## config.mk

```make
export PLATFORM = sky130hd
export DESIGN_NAME = fault_event_recorder
export DESIGN_NICKNAME = d
export VERILOG_FILES = /design/src/core/fault_rec_pkg.sv /design/src/core/hist_if.sv /design/src/core/history_stack.sv /design/src/core/fault_event_recorder.sv
export SDC_FILE = /design/constraint.sdc
export NUM_CORES = 1
export LEC_CHECK = 0
export CAP_MARGIN = 25
export CELL_PAD_IN_SITES_DETAIL_PLACEMENT = 0
export CELL_PAD_IN_SITES_GLOBAL_PLACEMENT = 1
export CORE_ASPECT_RATIO = 0.8
export CORE_UTILIZATION = 45
export DETAILED_ROUTE_END_ITERATION = 6
export DONT_BUFFER_PORTS = 1
export PLACE_DENSITY_LB_ADDON = 0.1
export SYNTH_ARGS = -nofsm -noshare
export SYNTH_HDL_FRONTEND = slang
export SYNTH_SLANG_ARGS = --single-unit
export TNS_END_PERCENT = 5
```

## constraint.sdc

```tcl
create_clock -name CLK_SYS -period 4 [get_ports CLK_SYS]
set_clock_uncertainty 0.2 [all_clocks]
set_input_delay 0.8 -clock CLK_SYS [delete_from_list [all_inputs] [get_ports CLK_SYS]]
set_output_delay 0.8 -clock CLK_SYS [all_outputs]
set_load 0.02 [all_outputs]
```

## src/core/fault_rec_pkg.sv

```systemverilog
package fault_rec_pkg;
   // Record geometry
   localparam int VAL_W   = 10;
   localparam int CNT_W   = 8;
   localparam int DEPTH   = 5;
   localparam int TIME_W  = 24;
   localparam int NUM_REC = 6;
   localparam int NUM_CH  = 4;

   // Record slots, zero based; display number is slot plus one
   localparam int REC_PH1  = 0;
   localparam int REC_PH2  = 1;
   localparam int REC_PH3  = 2;
   localparam int REC_LOW  = 3;
   localparam int REC_HIGH = 4;
   localparam int REC_RES  = 5;

   // Display selection codes
   localparam logic [2:0] DISP_FIRST = 3'h1;
   localparam logic [2:0] DISP_LAST  = 3'h6;
   localparam logic [2:0] SUB_COUNT  = 3'h5;

   // Values and reset contents
   localparam logic [VAL_W-1:0] VAL_RST   = 10'h000;
   localparam logic [VAL_W-1:0] PCT_FULL  = 10'h064;
   localparam logic [VAL_W-1:0] PCT_CAP   = 10'h063;
   localparam logic [CNT_W-1:0] CNT_RST   = 8'h00;
   localparam logic [CNT_W-1:0] CNT_MAX   = 8'hFF;
   localparam logic [TIME_W:0]  ACC_RST   = 25'h0000000;
   localparam logic [TIME_W:0]  ACC_STEP  = 25'h0000064;

   typedef enum logic [1:0] {
      EV_IDLE  = 2'b00,
      EV_START = 2'b01,
      EV_OPER  = 2'b10
   } ev_state_e;
endpackage

```

## src/core/hist_if.sv

```systemverilog
`timescale 1ns/10ps
`default_nettype none
interface hist_if;
   import fault_rec_pkg::*;
   logic             push;
   logic             clear;
   logic [VAL_W-1:0] din;
   logic [VAL_W-1:0] stack [DEPTH];
   modport owner (output push, output clear, output din, input stack);
   modport store (input push, input clear, input din, output stack);
endinterface
`default_nettype wire

```

## src/core/history_stack.sv

```systemverilog
`timescale 1ns/10ps
`default_nettype none
module history_stack
   import fault_rec_pkg::*;
(
   input  wire logic clk,
   input  wire logic arst_n,
   hist_if.store     h
);
   // Newest in slot 0, oldest falls off the end
   always_ff @(posedge clk or negedge arst_n) begin
      if (!arst_n) begin
         for (int i = 0; i < DEPTH; i++) h.stack[i] <= VAL_RST;
      end else if (h.clear) begin
         for (int i = 0; i < DEPTH; i++) h.stack[i] <= VAL_RST;
      end else if (h.push) begin
         h.stack[0] <= h.din;
         for (int i = 1; i < DEPTH; i++) h.stack[i] <= h.stack[i-1];
      end
   end
endmodule
`default_nettype wire

```

## src/core/fault_event_recorder.sv

```systemverilog
// Function
// - Phase records capture on any overcurrent event
// - Capture shifts history, oldest value dropped
// - Five values: main plus four older
// - Start without operate stores start maximum
// - Operate stores current at operate instant
// - Phases two, three behave like one
// - Low-set duration percent, inverse uses calculated
// - Low-set duration captured each start, five-deep
// - Operate makes duration value 100
// - Low-set start count 0 to 255
// - High-set duration always uses set time
// - High-set start count 0 to 255
// - Residual record captures on residual events
// - Residual stores maximum, or operate value
// - Display: record digit, three value digits
// - Full reset command clears all records
`timescale 1ns/10ps
`default_nettype none
module fault_event_recorder
   import fault_rec_pkg::*;
(
   input  wire logic              CLK_SYS,
   input  wire logic              ARST_N,
   input  wire logic              OC_LOW_START,
   input  wire logic              OC_LOW_OPER,
   input  wire logic              OC_HIGH_START,
   input  wire logic              OC_HIGH_OPER,
   input  wire logic              OC_INST_START,
   input  wire logic              OC_INST_OPER,
   input  wire logic              RES_LOW_START,
   input  wire logic              RES_LOW_OPER,
   input  wire logic              RES_HIGH_START,
   input  wire logic              RES_HIGH_OPER,
   input  wire logic [VAL_W-1:0]  PHASE_ONE_CUR,
   input  wire logic [VAL_W-1:0]  PHASE_TWO_CUR,
   input  wire logic [VAL_W-1:0]  PHASE_THREE_CUR,
   input  wire logic [VAL_W-1:0]  RESIDUAL_CUR,
   input  wire logic              INVERSE_TIME_MODE,
   input  wire logic [TIME_W-1:0] LOW_SET_OPER_TIME,
   input  wire logic [TIME_W-1:0] LOW_CALC_OPER_TIME,
   input  wire logic [TIME_W-1:0] HIGH_SET_OPER_TIME,
   input  wire logic              REG_CLEAR,
   input  wire logic [2:0]        DISP_SEL,
   input  wire logic [2:0]        DISP_SUB,
   output logic      [3:0]        DISP_DIGIT,
   output logic      [VAL_W-1:0]  DISP_VALUE
);
   // Group 0 is overcurrent, group 1 residual
   logic             grp_start [2];
   logic             grp_oper  [2];
   logic             grp_push  [2];
   ev_state_e        grp_state [2];
   ev_state_e        next_grp  [2];
   logic [VAL_W-1:0] cur       [NUM_CH];
   logic [VAL_W-1:0] peak      [NUM_CH];
   // Duration stage 0 is low-set, 1 high-set
   logic              dur_start [2];
   logic              dur_oper  [2];
   logic [TIME_W-1:0] dur_ref   [2];
   ev_state_e         dur_state [2];
   logic              dur_push  [2];
   logic [VAL_W-1:0]  dur_din   [2];
   logic [TIME_W:0]   acc       [2];
   logic [VAL_W-1:0]  pct       [2];
   logic [CNT_W-1:0]  starts    [2];
   logic [VAL_W-1:0]  rec_val   [NUM_REC][DEPTH];

   hist_if h [NUM_REC] ();

   assign grp_start[0] = OC_LOW_START | OC_HIGH_START | OC_INST_START;
   assign grp_oper[0]  = OC_LOW_OPER | OC_HIGH_OPER | OC_INST_OPER;
   assign grp_start[1] = RES_LOW_START | RES_HIGH_START;
   assign grp_oper[1]  = RES_LOW_OPER | RES_HIGH_OPER;
   assign cur[0] = PHASE_ONE_CUR;
   assign cur[1] = PHASE_TWO_CUR;
   assign cur[2] = PHASE_THREE_CUR;
   assign cur[3] = RESIDUAL_CUR;
   assign dur_start[0] = OC_LOW_START;
   assign dur_oper[0]  = OC_LOW_OPER;
   assign dur_start[1] = OC_HIGH_START;
   assign dur_oper[1]  = OC_HIGH_OPER;
   assign dur_ref[0] = INVERSE_TIME_MODE ? LOW_CALC_OPER_TIME : LOW_SET_OPER_TIME;
   assign dur_ref[1] = HIGH_SET_OPER_TIME;

   // Zero operate time is treated as one cycle to keep the divider finite
   function automatic logic [TIME_W:0] ref_of(input logic [TIME_W-1:0] t);
      ref_of = (t == '0) ? {{TIME_W{1'b0}}, 1'b1} : {1'b0, t};
   endfunction

   genvar g;
   generate
      for (g = 0; g < 2; g++) begin : g_grp
         // Event sequencer: one history entry per start/operate episode
         always_comb begin
            next_grp[g] = grp_state[g];
            grp_push[g] = 1'b0;
            case (grp_state[g])
               EV_IDLE: begin
                  if (grp_oper[g]) begin
                     next_grp[g] = EV_OPER;
                     grp_push[g] = 1'b1;
                  end else if (grp_start[g]) begin
                     next_grp[g] = EV_START;
                  end
               end
               EV_START: begin
                  if (grp_oper[g]) begin
                     next_grp[g] = EV_OPER;
                     grp_push[g] = 1'b1;
                  end else if (!grp_start[g]) begin
                     next_grp[g] = EV_IDLE;
                     grp_push[g] = 1'b1;
                  end
               end
               // Wait for both signals to fall so the tail is not a second entry
               EV_OPER: if (!grp_start[g] && !grp_oper[g]) next_grp[g] = EV_IDLE;
               default: next_grp[g] = EV_IDLE;
            endcase
         end

         always_ff @(posedge CLK_SYS or negedge ARST_N) begin
            if (!ARST_N) grp_state[g] <= EV_IDLE;
            else if (REG_CLEAR) grp_state[g] <= EV_IDLE;
            else grp_state[g] <= next_grp[g];
         end

         // Duration in percent by repeated subtraction, no divider needed
         always_ff @(posedge CLK_SYS or negedge ARST_N) begin
            if (!ARST_N) begin
               dur_state[g] <= EV_IDLE;
               acc[g]       <= ACC_RST;
               pct[g]       <= VAL_RST;
            end else if (REG_CLEAR) begin
               dur_state[g] <= EV_IDLE;
               acc[g]       <= ACC_RST;
               pct[g]       <= VAL_RST;
            end else begin
               case (dur_state[g])
                  EV_IDLE: begin
                     acc[g] <= ACC_RST;
                     pct[g] <= VAL_RST;
                     if (dur_oper[g]) dur_state[g] <= EV_OPER;
                     else if (dur_start[g]) dur_state[g] <= EV_START;
                  end
                  EV_START: begin
                     if (dur_oper[g]) dur_state[g] <= EV_OPER;
                     else if (!dur_start[g]) dur_state[g] <= EV_IDLE;
                     if (acc[g] + ACC_STEP >= ref_of(dur_ref[g])) begin
                        acc[g] <= acc[g] + ACC_STEP - ref_of(dur_ref[g]);
                        if (pct[g] < PCT_CAP) pct[g] <= pct[g] + 10'h001;
                     end else begin
                        acc[g] <= acc[g] + ACC_STEP;
                     end
                  end
                  EV_OPER: if (!dur_start[g] && !dur_oper[g]) dur_state[g] <= EV_IDLE;
                  default: dur_state[g] <= EV_IDLE;
               endcase
            end
         end

         // Push on operate (full time) or on a start that drops out
         always_comb begin
            dur_push[g] = 1'b0;
            dur_din[g]  = pct[g];
            if (dur_state[g] != EV_OPER && dur_oper[g]) begin
               dur_push[g] = 1'b1;
               dur_din[g]  = PCT_FULL;
            end else if (dur_state[g] == EV_START && !dur_start[g]) begin
               dur_push[g] = 1'b1;
            end
         end

         // Start counter sticks at full scale instead of wrapping
         always_ff @(posedge CLK_SYS or negedge ARST_N) begin
            if (!ARST_N) starts[g] <= CNT_RST;
            else if (REG_CLEAR) starts[g] <= CNT_RST;
            else if (dur_state[g] == EV_IDLE && (dur_start[g] || dur_oper[g]) && starts[g] != CNT_MAX)
               starts[g] <= starts[g] + 8'h01;
         end
      end

      // Peak tracking per channel across the start interval
      for (g = 0; g < NUM_CH; g++) begin : g_peak
         localparam int GR = (g == NUM_CH - 1) ? 1 : 0;
         always_ff @(posedge CLK_SYS or negedge ARST_N) begin
            if (!ARST_N) peak[g] <= VAL_RST;
            else if (grp_state[GR] != EV_START) peak[g] <= cur[g];
            else if (cur[g] > peak[g]) peak[g] <= cur[g];
         end
      end

      // Six five-deep histories, phase records identical per phase
      for (g = 0; g < NUM_REC; g++) begin : g_rec
         history_stack u_stack (
            .clk    (CLK_SYS),
            .arst_n (ARST_N),
            .h      (h[g])
         );
         assign h[g].clear = REG_CLEAR;
         for (genvar k = 0; k < DEPTH; k++) begin : g_tap
            assign rec_val[g][k] = h[g].stack[k];
         end
      end

      // Phase and residual feeds; peak includes the current cycle
      for (g = 0; g < NUM_CH; g++) begin : g_feed
         localparam int GR = (g == NUM_CH - 1) ? 1 : 0;
         localparam int RI = (g == NUM_CH - 1) ? REC_RES : g;
         assign h[RI].push = grp_push[GR];
         assign h[RI].din  = grp_oper[GR] ? cur[g]
                           : ((cur[g] > peak[g]) ? cur[g] : peak[g]);
      end
   endgenerate

   assign h[REC_LOW].push  = dur_push[0];
   assign h[REC_LOW].din   = dur_din[0];
   assign h[REC_HIGH].push = dur_push[1];
   assign h[REC_HIGH].din  = dur_din[1];

   // Display latch: record number digit plus three-digit value
   always_ff @(posedge CLK_SYS or negedge ARST_N) begin
      if (!ARST_N) begin
         DISP_DIGIT <= 4'h0;
         DISP_VALUE <= VAL_RST;
      end else begin
         DISP_DIGIT <= {1'b0, DISP_SEL};
         if (DISP_SEL < DISP_FIRST || DISP_SEL > DISP_LAST) DISP_VALUE <= VAL_RST;
         else if (DISP_SUB == SUB_COUNT && DISP_SEL == DISP_FIRST + 3'h3)
            DISP_VALUE <= {2'b00, starts[0]};
         else if (DISP_SUB == SUB_COUNT && DISP_SEL == DISP_FIRST + 3'h4)
            DISP_VALUE <= {2'b00, starts[1]};
         else if (DISP_SUB < SUB_COUNT)
            DISP_VALUE <= rec_val[DISP_SEL - DISP_FIRST][DISP_SUB];
         else DISP_VALUE <= VAL_RST;
      end
   end
endmodule
`default_nettype wire

```

==> run metrics <==
minimum clock period between 4 and 5 ns; largest net degree at the start of global routing between 400 and 500; largest family of logic cells by synthesized area simple AND/OR/NAND/NOR gates; DIE HEIGHT about 220 um; adder-cell area share of the yosys netlist under 10%; chip width roughly 270 um; syn_nets 3046; drt via density approximately 5.6; reg2reg path depth 18; Setup WS post-layout -0.1715 ns; fin area 0.03008 mm2; f_max 239.7 MHz; hpwl dp ~51 mm; final wirelength ~72 mm; NumNets Final ~3100; final setup fails 30; post-synthesis compound-gate area fraction between 10 and 15%; maxcap violations 0; port buffer count 0; post-synth top area share between 40% and 50%; cts bufs inserted 48; CTS tree built; Post-Synth XOR/XNOR Area under 10%; sequential area share after synthesis a little over two fifths; failing checks negative hold slack, negative setup slack; Area growth syn-to-layout 14.05%; starting density of the core a little under half; Synth Area in Simple Gates 19.00%; vias after detailed routing 20540; Seq cells post-synth around 450; latest clock arrival within the worst-skew pair 0.59 ns; Avg Synthesized Cell Area roughly 9.4 um2; commonest non-fill, non-tap cell in the layout dfrtp_1; first-pass GRT wire length roughly 120 mm; Total GRT Usage 24.54%; DRT antenna net count 0; number of fill cells 5302; Worst EP arrival 4.42 ns; top post-synthesis cells by area dfrtp_1 42%, o21ai_0 6.9%, nand2_1 6.2%; commonest cells after routing, fill and taps aside 447 x dfrtp_1, 435 x nand2_1, 354 x o21ai_0; Worst Path Required 4.25 ns; initial antenna violation count 0; Cells after Synth approximately 2800; CTS clk-pin slew, worst paths approximately 0.06 ns; Yosys cell types 82; I/O pin cnt approximately 150; Area after DPL 0.02825 mm2; Critical Path Source Type flip-flop; total die area a little under 0.06 mm2; layout cells sized above 1 between 15 and 20%; PwrDens 339.6 mW/mm2; GP Congestion ~0.87; DR WL/cell 19.51 um; worst reg2reg setup slack -0.17 ns; gr ovfl total 0; WHS -0.2840 ns; Mapped Area 0.02638 mm2; DR iter-0 viols around 1600; r2r endpoint pct[12]; antenna cells 0; status complete, but fails checks; Post-CTS Hold Fix Bufs 2; critical path class reg2reg; H-tree Lvls 2; Root Buffer clkbuf_16; RSZ-0062 raised after global routing yes; Slew Limit Fails 0; Peak VDD IR just over 300 uV; # DRC 0; worst hold path class in2async; reg2reg start acc[27]; Critical Path Fanout Max 6; CTS Buffer Depth 3; async set-reset flop share out of synthesis 100.0%; Yosys top cell by area dfrtp_1; Post-synth EDFFs 0; relative slew slack between 9 and 10%; clock sink total 447; Final TNS setup -2.336 ns; DRT Pass-1 Iters 5; critical path endpoint category flip-flop; dominant synthesized flop cell dfrtp_1; post-synthesis mux area share roughly an eighth; final period utilization 104.3%; leak pwr 12.92 nW; core area around 0.057 mm2; vias in the first global route 20300; Yosys warnings 0; count of final hold-check violations between 300 and 400; num rows between 70 and 80; Worst Max-Slew Pin Slew around 1.4 ns
power by group:
group,internal [W],switching [W]
registers,0.00466,0.000149
logic,0.000514,0.000598
clock network,0.00242,0.00187
Yosys cell counts, drive strengths merged (31+ instances only):
cell type and number:
ha 98, nand4 41, mux4 71, mux2i 114, a21o 31, clkbuf 142, nor3 37, nand2b 251
mux2 37, nand3 47, dfrtp 447, o21ai 372, xnor2 67, inv 100, nand2 438, a21oi 114
nor2 97
how the worst max path moves through the flow:
stage | startpoint | end | slack (ns)
global placement | INVERSE_TIME_MODE | acc[49] | -0.59
detailed placement | INVERSE_TIME_MODE | acc[49] | -0.75
floorplan | INVERSE_TIME_MODE | acc[47] | -0.63
global route | acc[27] | acc[34] | -0.35
finish | acc[27] | pct[12] | -0.17
CTS | acc[27] | acc[32] | -0.14
metrics by stage:
stage	worst slack, ns	cells	power, W	hold WS [ns]	util [%]
detailed placement	-0.7477	3598	0.005983	0.2645	49.31
global placement	-0.5879	3598	0.005964	0.2570	49.31
floorplan	-0.6308	2814	0.005661	0.2444	-
CTS	-0.1362	3687	0.01032	-0.3168	52.08
global route	-0.3509	3693	0.01063	-0.3215	52.51
finish	-0.1715	3693	0.01022	-0.2840	52.51
critical path, cell delays in order, from the launching register on:
cell and delay [ns]:
dfrtp_1 0.35, ha_2 0.18, a211o_1 0.19, nand2_2 0.08, or3_4 0.37, nor2_2 0.14, buf_4 0.14, nand3_1 0.09
xnor2_1 0.26, ha_1 0.33, buf_4 0.18, a21o_1 0.17, a21oi_1 0.20, a21o_1 0.22, o2111a_4 0.26, buf_4 0.16
nor3_4 0.06, and4b_1 0.24, a211o_1 0.23
repair_timing:
item,4_1_cts,5_1_grt
setup buffers,1,5
gates cloned,1,0
endpoints found under the setup margin,56,68
pin swaps,13,18
endpoints found under the hold margin,449,447
resized for setup,20,45
state kept, by name (all words and copies together), names as in the netlist:
signal	flops
acc	50
DISP_DIGIT	3
pct	20
peak	40
starts	16
g_rec.u_stack.h.stack	300
DISP_VALUE	10
grp_state	4
dur_state	4
per-layer routing:
metal | wire length [um] | global-route usage (%) | part of all wire (%)
met2 | 29790 | 34.75 | 41
met4 | 1226 | 5.150 | 1.7
met5 | 0 | 0 | 0
met3 | 3816 | 4.538 | 5.3
met1 | 37210 | 38.45 | 52
cell type report:
type,instances,area (um2),area share [%]
Clock buffer,74,1369,4.550
Clock inverter,11,103.9,0.3452
Inverter,101,379.1,1.260
Multi-Input combinational cell,2096,14470,48.10
Sequential cell,447,11190,37.18
Tap cell,760,950.9,3.161
Timing Repair Buffer,204,1627,5.407
kinds of logic (layout without fill, tap and decap cells):
logic type / count (synthesis) / after routing
AOI/OAI and AO/OA: 660 / 660
xor gates and xnor gates: 96 / 96
adders and majority gates: 100 / 100
buffers and inverters: 272 / 390
DFF: 447 / 447
muxes: 222 / 222
other: 1 / 1
and+or+nand+nor: 1016 / 1017
No activity file was read; power rests on OpenSTA's default activity.
